<file path="config.mk">
export PLATFORM = sky130hd
export DESIGN_NAME = ctu_charge_time_unit
export DESIGN_NICKNAME = d
export VERILOG_FILES = /design/src/ctu_pkg.sv /design/src/ctu_charge_time_unit.sv
export SDC_FILE = /design/constraint.sdc
export NUM_CORES = 1
export LEC_CHECK = 0
export ABC_AREA = 1
export BUFFER_PORTS_ARGS = -buffer_cell sky130_fd_sc_hd__buf_4
export CORE_ASPECT_RATIO = 1.1
export CORE_MARGIN = 8
export CORE_UTILIZATION = 48
export CTS_BUF_LIST = sky130_fd_sc_hd__clkbuf_16
export CTS_CLUSTER_DIAMETER = 40
export DETAILED_ROUTE_END_ITERATION = 8
export MAX_ROUTING_LAYER = met4
export PLACE_DENSITY = 0.77
export SYNTH_ARGS = -nofsm -noshare
export SYNTH_HDL_FRONTEND = slang
export SYNTH_SLANG_ARGS = --single-unit
</file>
<file path="constraint.sdc">
create_clock -name aclk -period 1.5 [get_ports aclk]
set_input_delay 0.15 -clock aclk [delete_from_list [all_inputs] [get_ports aclk]]
set_output_delay 0.15 -clock aclk [all_outputs]
set_load 0.05 [all_outputs]
</file>
<file path="src/ctu_pkg.sv">
package ctu_pkg;
  // Register byte addresses
  localparam logic [3:0] ADDR_CTRL_HIGH = 4'h0;
  localparam logic [3:0] ADDR_CTRL_LOW  = 4'h4;
  localparam logic [3:0] ADDR_CURRENT   = 4'h8;
  localparam logic [3:0] ADDR_STATUS    = 4'hc;
  localparam logic [7:0] REG_RESET      = 8'h00;
  // Control high fields
  localparam int HI_MODULE_ENABLE = 7;
  localparam int HI_UNUSED        = 6;
  localparam int HI_STOP_IN_IDLE  = 5;
  localparam int HI_DELAY_GEN     = 4;
  localparam int HI_EDGE_PASS     = 3;
  localparam int HI_EDGE_ORDER    = 2;
  localparam int HI_DISCHARGE     = 1;
  localparam int HI_CONV_TRIG     = 0;
  localparam logic [7:0] HI_WRITE_MASK = 8'hbf;
  // Control low fields
  localparam int LO_SECOND_POL    = 7;
  localparam int LO_SECOND_SRC_HI = 6;
  localparam int LO_SECOND_SRC_LO = 5;
  localparam int LO_FIRST_POL     = 4;
  localparam int LO_FIRST_SRC_HI  = 3;
  localparam int LO_FIRST_SRC_LO  = 2;
  localparam int LO_SECOND_SEEN   = 1;
  localparam int LO_FIRST_SEEN    = 0;
  // Current control fields
  localparam int CUR_TRIM_HI  = 7;
  localparam int CUR_TRIM_LO  = 2;
  localparam int CUR_RANGE_HI = 1;
  localparam int CUR_RANGE_LO = 0;
  // Edge source select encoding
  localparam logic [1:0] SRC_PIN_A   = 2'h3;
  localparam logic [1:0] SRC_PIN_B   = 2'h2;
  localparam logic [1:0] SRC_CMP_ONE = 2'h1;
  localparam logic [1:0] SRC_CMP_TWO = 2'h0;
  localparam logic [1:0] RANGE_OFF   = 2'h0;
  localparam logic [1:0] RESP_OKAY   = 2'h0;
  localparam logic [1:0] RESP_SLVERR = 2'h2;
  typedef enum logic [1:0] {
    CTU_W_IDLE = 2'b01,
    CTU_W_RESP = 2'b10
  } ctu_wr_e;
endpackage

</file>
<file path="src/ctu_charge_time_unit.sv">
// The AXI4-Lite interface to the registers and the placing of the registers were decided locally.
`timescale 1ns/10ps
// Functional notes
// - Any sleep mode forces the current source off.
// - Idle stops the source only when stop_in_idle is set.
// - Reset clears all three registers; module disabled, source off.
// - source_ground_discharge grounds the source output while set.
// - module_enable turns the unit on or off; discharge grounding, range and trim outputs ignore it.
// - delay_generation_enable enables time pulse generation.
// - edge_pass_enable passes edge events; zero blocks them all.
// - With edge_order_enable, edge 2 waits for an edge 1 event.
// - converter_trigger_enable enables the trigger toward the converter.
// - Control high bit 6 always reads zero.
// - second_edge_polarity: one rising, zero falling.
// - second_edge_source: 11 pin a, 10 pin b, 01 compare one, 00 two.
// - first_edge_polarity: one rising, zero falling.
// - first_edge_source uses the same four-way encoding.
// - second_edge_seen reads one after edge 2; software writable.
// - first_edge_seen reads one after edge 1; software writable.
// - current_trim is a six-bit signed offset from nominal.
// - current_range: 11 x100, 10 x10, 01 base, 00 source off.
// - Delay generation with edge 1 set pulses when comparator trips.
module ctu_charge_time_unit (
  input  wire logic        aclk,
  input  wire logic        aresetn,
  input  wire logic [3:0]  s_axi_awaddr,
  input  wire logic        s_axi_awvalid,
  output logic             s_axi_awready,
  input  wire logic [31:0] s_axi_wdata,
  input  wire logic [3:0]  s_axi_wstrb,
  input  wire logic        s_axi_wvalid,
  output logic             s_axi_wready,
  output logic [1:0]       s_axi_bresp,
  output logic             s_axi_bvalid,
  input  wire logic        s_axi_bready,
  input  wire logic [3:0]  s_axi_araddr,
  input  wire logic        s_axi_arvalid,
  output logic             s_axi_arready,
  output logic [31:0]      s_axi_rdata,
  output logic [1:0]       s_axi_rresp,
  output logic             s_axi_rvalid,
  input  wire logic        s_axi_rready,
  input  wire logic        sleep_mode,
  input  wire logic        idle_mode,
  input  wire logic        edge_input_pin_a,
  input  wire logic        edge_input_pin_b,
  input  wire logic        compare_unit_one,
  input  wire logic        compare_unit_two,
  input  wire logic        comparator_trip,
  output logic             source_drive,
  output logic             source_ground,
  output logic [1:0]       source_range,
  output logic [5:0]       source_trim,
  output logic             converter_trigger,
  output logic             pulse_output_pin
);

  logic [7:0] unit_control_high;
  logic [7:0] unit_control_low;
  logic [7:0] current_source_control;
  logic [7:0] next_unit_control_high;
  logic [7:0] next_unit_control_low;
  logic [7:0] next_current_source_control;
  logic [3:0] src_prev;
  logic       trip_prev;
  ctu_pkg::ctu_wr_e wr_state;
  ctu_pkg::ctu_wr_e next_wr_state;
  logic [1:0]  next_bresp;
  logic        next_arready;
  logic        next_rvalid;
  logic [31:0] next_rdata;
  logic [1:0]  next_rresp;
  logic        next_drive;
  logic        next_ground;
  logic        next_trigger;
  logic        next_pulse;
  logic        first_evt;
  logic        second_evt;
  logic        source_allowed;
  logic        wr_go;
  logic        rd_go;

  // Select one of four sources and detect its programmed edge
  function automatic logic edge_hit(input logic [1:0] sel, input logic pol,
                                    input logic [3:0] now, input logic [3:0] was);
    logic n;
    logic p;
    n = now[sel];
    p = was[sel];
    edge_hit = pol ? (n & ~p) : (~n & p);
  endfunction

  // Index order matches the source encoding
  logic [3:0] src_now;
  assign src_now = {edge_input_pin_a, edge_input_pin_b, compare_unit_one, compare_unit_two};

  assign source_allowed = unit_control_high[ctu_pkg::HI_MODULE_ENABLE] & ~sleep_mode &
                          ~(idle_mode & unit_control_high[ctu_pkg::HI_STOP_IN_IDLE]);

  always_comb
  begin
    first_evt = unit_control_high[ctu_pkg::HI_MODULE_ENABLE] &
                unit_control_high[ctu_pkg::HI_EDGE_PASS] &
                edge_hit(unit_control_low[ctu_pkg::LO_FIRST_SRC_HI:ctu_pkg::LO_FIRST_SRC_LO],
                         unit_control_low[ctu_pkg::LO_FIRST_POL], src_now, src_prev);
    // with edge order set, edge 2 waits for edge 1
    second_evt = unit_control_high[ctu_pkg::HI_MODULE_ENABLE] &
                 unit_control_high[ctu_pkg::HI_EDGE_PASS] &
                 (~unit_control_high[ctu_pkg::HI_EDGE_ORDER] |
                  unit_control_low[ctu_pkg::LO_FIRST_SEEN]) &
                 edge_hit(unit_control_low[ctu_pkg::LO_SECOND_SRC_HI:ctu_pkg::LO_SECOND_SRC_LO],
                          unit_control_low[ctu_pkg::LO_SECOND_POL], src_now, src_prev);
  end

  assign wr_go = (wr_state == ctu_pkg::CTU_W_IDLE) & s_axi_awvalid & s_axi_wvalid;
  assign rd_go = s_axi_arvalid & ~s_axi_arready & ~s_axi_rvalid;

  // Register file and write channel
  always_comb
  begin
    next_unit_control_high = unit_control_high;
    next_unit_control_low = unit_control_low;
    next_current_source_control = current_source_control;
    next_wr_state = wr_state;
    next_bresp = s_axi_bresp;
    case (wr_state)
      ctu_pkg::CTU_W_IDLE:
      begin
        if (wr_go)
        begin
          next_wr_state = ctu_pkg::CTU_W_RESP;
          next_bresp = ctu_pkg::RESP_OKAY;
          if (s_axi_wstrb[0])
          begin
            case (s_axi_awaddr)
              ctu_pkg::ADDR_CTRL_HIGH:
                next_unit_control_high = s_axi_wdata[7:0] & ctu_pkg::HI_WRITE_MASK;
              ctu_pkg::ADDR_CTRL_LOW:
                next_unit_control_low = s_axi_wdata[7:0];
              ctu_pkg::ADDR_CURRENT:
                next_current_source_control = s_axi_wdata[7:0];
              ctu_pkg::ADDR_STATUS:
                next_bresp = ctu_pkg::RESP_SLVERR;
              default:
                next_bresp = ctu_pkg::RESP_SLVERR;
            endcase
          end
          else if (s_axi_awaddr > ctu_pkg::ADDR_CURRENT)
          begin
            next_bresp = ctu_pkg::RESP_SLVERR;
          end
        end
      end
      ctu_pkg::CTU_W_RESP:
      begin
        if (s_axi_bvalid & s_axi_bready)
        begin
          next_wr_state = ctu_pkg::CTU_W_IDLE;
        end
      end
      default:
        next_wr_state = ctu_pkg::CTU_W_IDLE;
    endcase
    // hardware set wins over software write
    if (first_evt)
    begin
      next_unit_control_low[ctu_pkg::LO_FIRST_SEEN] = 1'b1;
    end
    if (second_evt)
    begin
      next_unit_control_low[ctu_pkg::LO_SECOND_SEEN] = 1'b1;
    end
  end

  // Read channel and outputs
  always_comb
  begin
    next_arready = 1'b0;
    // Read data is offered only after the address handshake has completed
    next_rvalid = s_axi_arready | (s_axi_rvalid & ~s_axi_rready);
    next_rdata = s_axi_rdata;
    next_rresp = s_axi_rresp;
    if (rd_go)
    begin
      next_arready = 1'b1;
      next_rresp = ctu_pkg::RESP_OKAY;
      case (s_axi_araddr)
        ctu_pkg::ADDR_CTRL_HIGH: next_rdata = {24'h000000, unit_control_high};
        ctu_pkg::ADDR_CTRL_LOW:  next_rdata = {24'h000000, unit_control_low};
        ctu_pkg::ADDR_CURRENT:   next_rdata = {24'h000000, current_source_control};
        ctu_pkg::ADDR_STATUS:    next_rdata = {31'h00000000, source_allowed};
        default:
        begin
          next_rdata = 32'h00000000;
          next_rresp = ctu_pkg::RESP_SLVERR;
        end
      endcase
    end
    next_drive = source_allowed &
                 (current_source_control[ctu_pkg::CUR_RANGE_HI:ctu_pkg::CUR_RANGE_LO] !=
                  ctu_pkg::RANGE_OFF) &
                 (unit_control_low[ctu_pkg::LO_FIRST_SEEN] ^
                  unit_control_low[ctu_pkg::LO_SECOND_SEEN]);
    next_ground = unit_control_high[ctu_pkg::HI_DISCHARGE];
    next_trigger = unit_control_high[ctu_pkg::HI_CONV_TRIG] & source_allowed & second_evt;
    next_pulse = unit_control_high[ctu_pkg::HI_DELAY_GEN] & source_allowed &
                 unit_control_low[ctu_pkg::LO_FIRST_SEEN] & comparator_trip & ~trip_prev;
  end

  always_ff @(posedge aclk)
  begin
    if (!aresetn)
    begin
      unit_control_high <= ctu_pkg::REG_RESET;
      unit_control_low <= ctu_pkg::REG_RESET;
      current_source_control <= ctu_pkg::REG_RESET;
      wr_state <= ctu_pkg::CTU_W_IDLE;
      s_axi_bresp <= 2'h0;
      s_axi_arready <= 1'b0;
      s_axi_rvalid <= 1'b0;
      s_axi_rdata <= 32'h00000000;
      s_axi_rresp <= 2'h0;
      src_prev <= 4'h0;
      trip_prev <= 1'b0;
      source_drive <= 1'b0;
      source_ground <= 1'b0;
      source_range <= 2'h0;
      source_trim <= 6'h00;
      converter_trigger <= 1'b0;
      pulse_output_pin <= 1'b0;
    end
    else
    begin
      unit_control_high <= next_unit_control_high;
      unit_control_low <= next_unit_control_low;
      current_source_control <= next_current_source_control;
      wr_state <= next_wr_state;
      s_axi_bresp <= next_bresp;
      s_axi_arready <= next_arready;
      s_axi_rvalid <= next_rvalid;
      s_axi_rdata <= next_rdata;
      s_axi_rresp <= next_rresp;
      src_prev <= src_now;
      trip_prev <= comparator_trip;
      source_drive <= next_drive;
      source_ground <= next_ground;
      // trim passed through as signed code
      source_range <= current_source_control[ctu_pkg::CUR_RANGE_HI:ctu_pkg::CUR_RANGE_LO];
      source_trim <= current_source_control[ctu_pkg::CUR_TRIM_HI:ctu_pkg::CUR_TRIM_LO];
      converter_trigger <= next_trigger;
      pulse_output_pin <= next_pulse;
    end
  end

  // Write handshake takes address and data in the same edge, so both readies are one state
  always_ff @(posedge aclk)
  begin
    if (!aresetn)
    begin
      s_axi_awready <= 1'b0;
      s_axi_wready <= 1'b0;
      s_axi_bvalid <= 1'b0;
    end
    else
    begin
      s_axi_awready <= wr_go;
      s_axi_wready <= wr_go;
      // Response waits for the address and data handshakes, then holds until taken
      s_axi_bvalid <= s_axi_awready | (s_axi_bvalid & ~s_axi_bready);
    end
  end
endmodule

</file>
==> results of run 1 <==
## synth_stat cells, types with 4 or more instances
cell type,count,area (µm²)
a21oi_1,31,155.2
a21oi_2,4,35.03
buf_4,27,202.7
clkbuf_1,4,15.01
dfxtp_1,56,1121
inv_1,39,146.4
nand2_1,111,416.7
nand3_1,32,160.2
nor2_1,9,33.78
nor3_4,4,65.06
o21ai_0,10,50.05
o21ai_1,6,30.03
## state kept, by name, indices dropped and copies added, names as in the netlist
name                    count
s_axi_wready                1
s_axi_bvalid                1
s_axi_rvalid                1
s_axi_rdata                 8
unit_control_high           7
source_drive                1
source_range                2
pulse_output_pin            1
source_ground               1
source_trim                 6
current_source_control      8
s_axi_rresp                 1
converter_trigger           1
s_axi_bresp                 1
src_prev                    4
wr_state                    2
trip_prev                   1
unit_control_low            8
s_axi_arready               1
## path summary, 6_finish.rpt
path | from | cells past startpoint | endpoint
worst max-delay path | wr_state[1] | 6 | current_source_control[2]
worst min-delay path | edge_input_pin_b | 3 | src_prev[2]
worst max register to register | wr_state[1] | 6 | current_source_control[2]
worst min register to register | trip_prev | 1 | pulse_output_pin
## through the flow
step	hold slack [ns]	instances
5_1_grt	0.07559	492
3_3_place_gp	0.3536	484
6_report	0.05902	492
3_5_place_dp	0.3566	484
2_1_floorplan	0.2435	380
4_1_cts	0.05659	492
## worst register-to-register path, delay by kind of cell (launching register included)
| kind | cells | cell delay (ns) |
|---|---|---|
| buf+inv | 1 | 0.11 |
| flops | 1 | 0.30 |
| simple gates | 4 | 0.75 |
| compound gates | 1 | 0.07 |
## power by group
group          total [W]  switching [W]  internal (W)
registers        0.00153      0.0000170       0.00151
logic           0.000442       0.000327      0.000115
clock network    0.00114       0.000522      0.000616
## layout make-up
type | instances | area (µm²) | area share
multi-input combinational | 248 | 1182 | 0.3723
clock inverter | 3 | 18.77 | 0.005910
tap | 75 | 93.84 | 0.02955
timing repair buffer | 64 | 480.5 | 0.1513
clock buffer | 5 | 125.1 | 0.03940
sequential | 56 | 1121 | 0.3530
inverter | 41 | 153.9 | 0.04846
## layout by cell type (no fill, tap or decap), drive strengths merged
cell type	Yosys	layout
a211o	1	1
a21oi	35	35
a221oi	1	1
buf	31	64
clkbuf	4	5
clkinv	0	3
conb	1	26
dfxtp	56	56
inv	41	41
nand2	114	114
nand3	32	32
nand4	3	3
nor2	12	12
nor3	5	5
nor4	1	1
o211ai	1	1
o21ai	16	16
o31ai	1	1
## cells by family after synthesis
kind of cell,after synthesis
AOI/OAI and AO/OA,55
DFF,56
other,1
buffers and inverters,76
and+or+nand+nor,167
## layer usage
metal / track usage / vias up / part of all wire
met5: - / - / 0
met4: 0.08333 / 0 / 0.029
met3: 0.04035 / 13 / 0.073
met2: 0.2594 / 90 / 0.48
met1: 0.2000 / 1099 / 0.42
li1: - / 1198 / -
==> run_results.csv, run 1 <==
group,metric,value,unit
grt,grt.overflow.total,0,
clocking,clock-sinks,56,
timing,finalSetupTns,0,ns
synth,postSynthAreaPerCell,7.363,µm²
pwr,finalPower,0.003107,W
placement,placed_area,3032,µm²
synth,seq_area_frac_synth,0.4289,
synth,synth-xor-area-share,0,
synth,synth.distinct_cells,29,
placement,dp_hpwl,4.980,mm
setup_path,path_delay_family,"simple AND/OR/NAND/NOR gates",
detailed_routing,viasPerCell,4.878,
setup_path,crit_type,"register to register",
grt,first_global_vias,2276,
synth,synthesis.area,2614,µm²
synth,synthMuxAreaShare,0,
setup_path,critPathMaxFanout,11,
detailed_routing,drc,0,
final_layout,filler_cell_count,519,
synth,synthSimpleGateAreaFrac,0.2992,
timing,finalSetupViolCount,0,
timing,hold_viol,0,
synth,ys_warn_count,0,
synth,async_flop_share,0,
synth,synth_flop_cell,"dfxtp_1",
timing,period_minus_slack,1.344,ns
grt,grt_max_degree,21,
synth,synthCells,355,
die,top_level_ports,111,
detailed_routing,dr.pass1.iters,4,
pwr,vdd_ir_drop_max,0.6447,mV
setup_path,cp.arrival,1.52,ns
die,coreArea,5325,µm²
timing,finClkSkew,0.004578,ns
setup_path,cp_slowest_cell,"dfxtp_1",
clocking,cts_tree,"yes",
final_layout,layout-drive-gt1-share,0.2134,
clocking,cts_hold_buf,0,
clocking,ctsResizeCount,0,
die,initial_core_util,0.4908,
clocking,cts-root-buf,"clkbuf_16",
pwr,p_leak,1.508,nW
placement,dp_worst_setup_slack,0.1564,ns
synth,synthAdderAreaFrac,0,
synth,synth_top_family_by_area,"simple AND/OR/NAND/NOR gates",
setup_path,rrSetupSlack,0.16,ns
die,die_w,86.36,µm
flow_run,cap_viol_max_count,0,
die,die_area,8066,µm²
clocking,postCtsSetupRepairBufs,0,
clocking,clk_latency,0.29,ns
timing,rsz0062_at_grt,"false",
setup_path,start_kind,"register",
synth,ys_ff_latch,56,
detailed_routing,drt-wirelength-per-cell,13.29,µm
clocking,cts.htree.levels,2,
setup_path,cp_cell_sequence,"inv_1 > nand4_4 > nor2_8 > nand2_1 > nand2_1 > a21oi_1",
placement,routabilityCongestion,0.9280,
timing,fin_crit_sh,0.8957,
die,fp.dieH,93.40,µm
pwr,powerDensity,978.3,nW/µm²
detailed_routing,drt-total-wl,6.538,mm
clocking,clkTransAtPathRegs,0.07,ns
timing,timing.final.ws_setup,0.1564,ns
final_layout,fin_util,0.5963,
worst_hold_path,min_path_type,"input port to register",
timing,final_max_slew_viol_count,0,
final_layout,antenna_cells,0,
synth,synth_edf_count,0,
setup_path,worstSetupEndpointType,"register",
placement,port_buffers,57,
synth,synth_compound_area_frac,0.1158,
setup_path,required,1.68,ns
grt,grt_pass1_wl,10.43,mm
die,rows,28,
grt,grt_usage,0.1680,
final_layout,finalNetCount,474,
detailed_routing,drt_iter0_drc,233,
grt,antenna_found_initial,0,
setup_path,path_buf_inv,1,
setup_path,cpPeakStageDelay,0.30,ns
clocking,clk_path_buf_depth,2,
timing,fmax,744.3,MHz
setup_path,critPathMostFrequentCell,"nand2_1",
status,status,"completed",
final_layout,stdcell_area,3176,µm²
detailed_routing,vias,2400,
clocking,cts_buffers,5,
final_layout,syn2layout_area_growth,21.49,%
detailed_routing,ant_nets,0,
Note: power is estimated with default switching activity, not from simulation.
==> inputs of run 2 (changes only) <==
--- a/config.mk
+++ b/config.mk
@@ -5,16 +5,16 @@
 export SDC_FILE = /design/constraint.sdc
 export NUM_CORES = 1
 export LEC_CHECK = 0
-export ABC_AREA = 1
+export ABC_AREA = 0
 export BUFFER_PORTS_ARGS = -buffer_cell sky130_fd_sc_hd__buf_4
 export CORE_ASPECT_RATIO = 1.1
 export CORE_MARGIN = 8
 export CORE_UTILIZATION = 48
-export CTS_BUF_LIST = sky130_fd_sc_hd__clkbuf_16
+export CTS_BUF_LIST = sky130_fd_sc_hd__clkbuf_8
 export CTS_CLUSTER_DIAMETER = 40
 export DETAILED_ROUTE_END_ITERATION = 8
 export MAX_ROUTING_LAYER = met4
-export PLACE_DENSITY = 0.77
+export PLACE_DENSITY = 0.79
 export SYNTH_ARGS = -nofsm -noshare
 export SYNTH_HDL_FRONTEND = slang
 export SYNTH_SLANG_ARGS = --single-unit
==> run 2 against run 1 <==
Effect of this change:
- the flow now finishes with violations (negative setup slack)
- synthesized cell count shrank 32%
- global-route usage is 1.7 points lower
- first-iteration DRC count fell by 66%
- critical path depth down 2
- via count decreased by 26%
- routed wire length is 16% lower
- combinational power is 8.4% lower
- flip-flop and latch count unchanged
- critical endpoint is now converter_trigger
- largest power group unchanged
==> run_results.csv, run 2 <==
group,metric,value,unit
status,status,"complete, but fails checks",
status,violations,"negative setup slack",
final_layout,fin_cells,360,
grt,grt_usage,0.1507,
timing,finalSetupViolCount,2,
grt,met1_usage,0.1695,
synth,synth_top_family_by_area,"multiplexers",
final_layout,largest_registers,"current_source_control: 8 flops, s_axi_rdata: 8 flops, unit_control_low: 8 flops",
final_layout,filler_cell_count,447,
detailed_routing,drc,0,
placement,dp_cells,351,
timing,final_max_slew_viol_count,0,
timing,period_minus_slack,1.718,ns
synth,ys_ff_latch,56,
setup_path,crit_type,"register to register",
setup_path,required,1.75,ns
synth,synthesis.area,2407,µm²
grt,antenna_found_initial,0,
synth,synthAdderAreaFrac,0,
synth,synthSimpleGateAreaFrac,0.1590,
detailed_routing,dr.pass1.iters,4,
die,top_level_ports,111,
synth,ys_warn_count,0,
grt,grt_max_degree,35,
synth,synthMuxAreaShare,0.1642,
die,die_area,7540,µm²
detailed_routing,drt-wirelength-per-cell,15.34,µm
grt,use_met3,0.03430,
clocking,clkTransAtPathRegs,0.09,ns
grt,grt_busiest_layer,"met2",
synth,yosys.area.top_type,"dfxtp_1",
grt,grt.overflow.total,0,
clocking,clk_path_buf_depth,2,
setup_path,start_kind,"register",
placement,dp_hpwl,4.174,mm
die,coreArea,4932,µm²
synth,synth-xor-area-share,0.003638,
synth,synth.distinct_cells,38,
synth,synthTopCellsByCount,"dfxtp_1 (56), nor2_1 (34), mux2i_1 (29)",
synth,seq_area_frac_synth,0.4657,
timing,finClkSkew,0.01135,ns
timing,rsz0062_at_grt,"true",
clocking,clk_latency,0.31,ns
pwr,powerDensity,919.5,nW/µm²
clocking,clock-sinks,56,
detailed_routing,vias,1777,
placement,port_buffers,57,
die,rows,27,
grt,grt_pass1_wl,9.177,mm
clocking,cts_tree,"yes",
die,fp.dieH,90.28,µm
clocking,cts_hold_buf,0,
timing,fmax,582.0,MHz
pwr,p_leak,1.378,nW
final_layout,finalNetCount,359,
pwr,vdd_ir_drop_max,0.4601,mV
synth,synth_edf_count,0,
detailed_routing,viasPerCell,4.936,
clocking,cts.htree.levels,2,
flow_run,cap_viol_max_count,0,
final_layout,syn2layout_area_growth,22.45,%
synth,synth_flop_cell,"dfxtp_1",
final_layout,fin_util,0.5977,
die,die_w,83.52,µm
timing,timing.final.ws_setup,-0.2183,ns
synth,synth_compound_area_frac,0.08836,
setup_path,worstSetupEndpointType,"register",
clocking,cts_buffers,5,
synth,synth.most_common_cell,"dfxtp_1",
detailed_routing,drt-total-wl,5.521,mm
detailed_routing,ant_nets,0,
final_layout,mostFrequentLayoutCells,"buf_4 (67), dfxtp_1 (52), nor2_1 (34)",
synth,postSynthAreaPerCell,10.03,µm²
timing,hold_viol,0,
setup_path,cp.arrival,1.97,ns
worst_hold_path,min_path_type,"input port to register",
grt,grtUsageMet2,0.2511,
synth,synth_top_area_share,0.4657,
grt,first_global_vias,1867,
detailed_routing,drt_iter0_drc,80,
synth,async_flop_share,0,
synth,synthCells,240,
final_layout,layout_commonest_cell,"buf_4",
clocking,cts-root-buf,"clkbuf_8",
final_layout,antenna_cells,0,
final_layout,layout-drive-gt1-share,0.2848,
die,initial_core_util,0.4881,
placement,routabilityCongestion,0.8094,
setup_path,critPathMaxFanout,3,
synth,synth_area_leaders,"dfxtp_1 (47%), mux2i_1 (12%), buf_4 (8.4%)",
timing,fin_crit_sh,1.146,
==> run 2: cell count changes after synthesis, moves of 7 or more <==
cell     before  now
mux2i_1       0   29
and2_1        0   15
inv_1        39    7
nand2_1     111    3
o21ai_0      10    2
a22oi_1       0    7
a21oi_1      31    4
nand3_1      32    2
nor2_1        9   34
==> run 2: metrics by stage <==
| stage | setup TNS [ns] | hold slack (ns) | setup WS (ns) | area (µm²) | power [W] |
|---|---|---|---|---|---|
| final | -0.4062 | 0.06121 | -0.2183 | 2948 | 0.002711 |
| after global routing | -0.6067 | 0.04760 | -0.3175 | 2948 | 0.002832 |
| after CTS | -0.4145 | 0.04811 | -0.2215 | 2932 | 0.002730 |
| after detailed placement | -0.3542 | 0.3745 | -0.1912 | 2839 | 0.001954 |
| after global placement | -0.2819 | 0.3755 | -0.1554 | 2839 | 0.001950 |
| after floorplan | -0.2476 | 0.2578 | -0.1376 | 2514 | 0.001882 |
==> run 2: repair_timing <==
item / CTS / global route
pin swaps: 0 / 1
endpoints found under the setup margin: 2 / 10
endpoints found under the hold margin: 0 / 0
setup buffers: 1 / 0
resized for setup: 0 / 4
==> run 2: worst paths after layout <==
check	from	end	slack [ns]	cells after the start
worst max-delay path	unit_control_low[5]	converter_trigger	-0.22	4
worst max register to register	unit_control_low[5]	converter_trigger	-0.22	4
worst min-delay path	edge_input_pin_a	src_prev[3]	0.06	2
worst min register to register	trip_prev	pulse_output_pin	0.39	1
==> run 2: logic make-up after synthesis <==
group                  Yosys count
AO/OA/AOI/OAI                   28
XOR/XNOR                         1
buffers and inverters           47
flip-flops                      56
multiplexers                    34
other                            1
AND/OR/NAND/NOR                 73
==> run 2: where the power goes <==
| part | total, W | switching [W] | internal (W) |
|---|---|---|---|
| combinational | 0.000405 | 0.000287 | 0.000119 |
| clock | 0.000786 | 0.000465 | 0.000321 |
| sequential | 0.00152 | 0.0000122 | 0.00151 |
| total | 0.00271 | 0.000764 | 0.00195 |
==> run 2: cell type report <==
cell class,count,area [µm²],share of cell area
Timing Repair Buffer,68,514.2,0.1744
Sequential cell,56,1129,0.3829
Inverter,8,30.03,0.01019
Tap cell,58,72.57,0.02462
Clock inverter,3,16.27,0.005518
Clock buffer,5,68.82,0.02334
Multi-Input combinational cell,162,1117,0.3790
==> run 2: routing by layer <==
layer | routed length [µm] | part of all wire
met1 | 2406 | 0.44
met2 | 2785 | 0.50
met3 | 249 | 0.045
met4 | 80 | 0.014
met5 | 0 | 0
==> run 2: critical path, stage by stage (launching register included) <==
cell	delay [ns]
dfxtp_4	0.37
mux4_2	0.50
or3b_1	0.38
a221oi_2	0.24
and3_1	0.17
==> inputs of run 3 (changes only) <==
--- a/config.mk
+++ b/config.mk
@@ -15,6 +15,7 @@
 export DETAILED_ROUTE_END_ITERATION = 8
 export MAX_ROUTING_LAYER = met4
 export PLACE_DENSITY = 0.79
+export SETUP_SLACK_MARGIN = 0.02
 export SYNTH_ARGS = -nofsm -noshare
 export SYNTH_HDL_FRONTEND = slang
 export SYNTH_SLANG_ARGS = --single-unit
==> run 3 against run 2 <==
Effect of this change:
- critical path type unchanged
- die area is the same
- via count is 1.2% higher
- worst setup slack improved by 0.00059 ns
- critical endpoint unchanged
- flip-flop and latch count did not move
- non-clock buffer count unchanged
- global-route usage did not move
- the flow still finishes with violations (negative setup slack)
- total power rose by 0.12%
- first-iteration DRC count fell by 10%
- maximum frequency is essentially flat
==> run_results.csv, run 3 (synthesis gave the netlist of run 2 again) <==
group,metric,value,unit
status,status,"complete, but fails checks",
status,violations,"negative setup slack",
final_layout,largest_registers,"current_source_control: 8 flops, s_axi_rdata: 8 flops, unit_control_low: 8 flops",
clocking,cts.htree.levels,2,
die,die_w,83.52,µm
clocking,cts_buffers,5,
die,die_area,7540,µm²
pwr,powerDensity,916.7,nW/µm²
timing,finalSetupTns,-0.4052,ns
clocking,cts_hold_buf,0,
timing,timing.final.ws_setup,-0.2177,ns
setup_path,required,1.75,ns
setup_path,crit_type,"register to register",
placement,port_buffers,57,
pwr,p_int,0.001948,W
pwr,p_switching,0.0007655,W
die,fp.dieH,90.28,µm
grt,first_global_vias,1867,
timing,finClkSkew,0.01094,ns
pwr,power_frac_seq,0.560,
detailed_routing,drt_iter0_drc,72,
final_layout,finalNetCount,359,
final_layout,syn2layout_area_growth,22.97,%
timing,period_minus_slack,1.718,ns
grt,grt_pass1_wl,9.177,mm
timing,fmax,582.2,MHz
detailed_routing,viasPerCell,4.997,
pwr,p_leak,1.383,nW
setup_path,worstSetupEndpointType,"register",
clocking,cts_tree,"yes",
grt,antenna_found_initial,0,
pwr,p_comb_frac,0.150,
detailed_routing,drc,0,
detailed_routing,drt-wirelength-per-cell,15.36,µm
final_layout,mostFrequentLayoutCells,"buf_4 (64), dfxtp_1 (51), nor2_1 (34)",
timing,final_max_slew_viol_count,0,
final_layout,antenna_cells,0,
setup_path,start_kind,"register",
placement,routabilityCongestion,0.8094,
pwr,vdd_ir_drop_max,0.4596,mV
detailed_routing,drt-total-wl,5.529,mm
grt,grt.overflow.total,0,
detailed_routing,ant_nets,0,
clocking,cts-root-buf,"clkbuf_8",
timing,finalSetupViolCount,2,
placement,dp_hpwl,4.174,mm
setup_path,cp.arrival,1.97,ns
pwr,clockPowerShare,0.290,
timing,rsz0062_at_grt,"true",
timing,fin_crit_sh,1.145,
placement,dp_cells,351,
die,coreArea,4932,µm²
flow_run,cap_viol_max_count,0,
setup_path,cp_slowest_cell,"mux4_2",
detailed_routing,vias,1799,
final_layout,filler_cell_count,446,
clocking,clk_path_buf_depth,2,
clocking,clkTransAtPathRegs,0.09,ns
timing,hold_viol,0,
final_layout,layout_commonest_cell,"buf_4",
final_layout,fin_cells,360,
die,top_level_ports,111,
die,initial_core_util,0.4881,
setup_path,cpPeakStageDelay,0.50,ns
setup_path,critPathMaxFanout,3,
pwr,switching_share,0.2821,
setup_path,cp_cell_sequence,"mux4_2 > or3b_1 > a221oi_2 > and3_1",
setup_path,path_buf_inv,0,
detailed_routing,dr.pass1.iters,4,
worst_hold_path,min_path_type,"input port to register",
grt,grt_max_degree,35,
clocking,clock-sinks,56,
setup_path,path_delay_family,"simple AND/OR/NAND/NOR gates",
timing,fin_hold_ws,0.06099,ns
final_layout,layout-drive-gt1-share,0.2881,
clocking,clk_latency,0.31,ns
grt,grt_usage,0.1507,
die,rows,27,
## run 3: area by class of cell
class	count	area (µm²)	share of cell area
clock buffer	5	68.82	0.02325
clock inverter	3	16.27	0.005495
inverter	8	30.03	0.01014
multi-input combinational	162	1117	0.3774
sequential	56	1130	0.3817
tap	58	72.57	0.02451
timing repair buffer	68	525.5	0.1775
## run 3: power groups by stage
stage          combinational [W]  sequential, W  clock, W
2_1_floorplan           0.000291        0.00159         0
3_3_place_gp            0.000394        0.00156         0
3_5_place_dp            0.000398        0.00156         0
4_1_cts                 0.000401        0.00152  0.000808
5_1_grt                 0.000429        0.00152  0.000881
6_report                0.000408        0.00152  0.000787
## run 3: worst reg2reg max path, delay by kind of cell (launching register included)
family	cells	cell delay, ns
AO/OA/AOI/OAI	1	0.24
multiplexers	1	0.50
AND/OR/NAND/NOR	2	0.55
flip-flops	1	0.37
## run 3: metrics by stage
stage / util / setup slack (ns) / power [W] / instance area [µm²]
6_report: 0.6002 / -0.2177 / 0.002714 / 2960
5_1_grt: 0.6002 / -0.3175 / 0.002834 / 2960
4_1_cts: 0.5944 / -0.2215 / 0.002730 / 2932
3_5_place_dp: 0.5756 / -0.1912 / 0.001954 / 2839
3_3_place_gp: 0.5756 / -0.1554 / 0.001950 / 2839
2_1_floorplan: - / -0.1376 / 0.001882 / 2514
## run 3: worst paths after layout
| check | slack (ns) | start | end | cells past startpoint |
|---|---|---|---|---|
| max | -0.22 | unit_control_low[5] | converter_trigger | 4 |
| min | 0.06 | edge_input_pin_a | src_prev[3] | 2 |
| max reg2reg | -0.22 | unit_control_low[5] | converter_trigger | 4 |
| min reg2reg | 0.39 | trip_prev | pulse_output_pin | 1 |
## run 3: what timing repair did
action | CTS | global route
pin swaps | 0 | 1
resized for setup | 0 | 8
endpoints found under the setup margin | 2 | 11
setup buffers | 1 | 0
## run 3: metal layers
metal  wire length, µm  track usage  up-vias
met5                 0            -        -
met2              2793       0.2511       52
met1              2454       0.1695      846
met3               201      0.03430        7
met4                80      0.06340        0
li1                  -            -      894
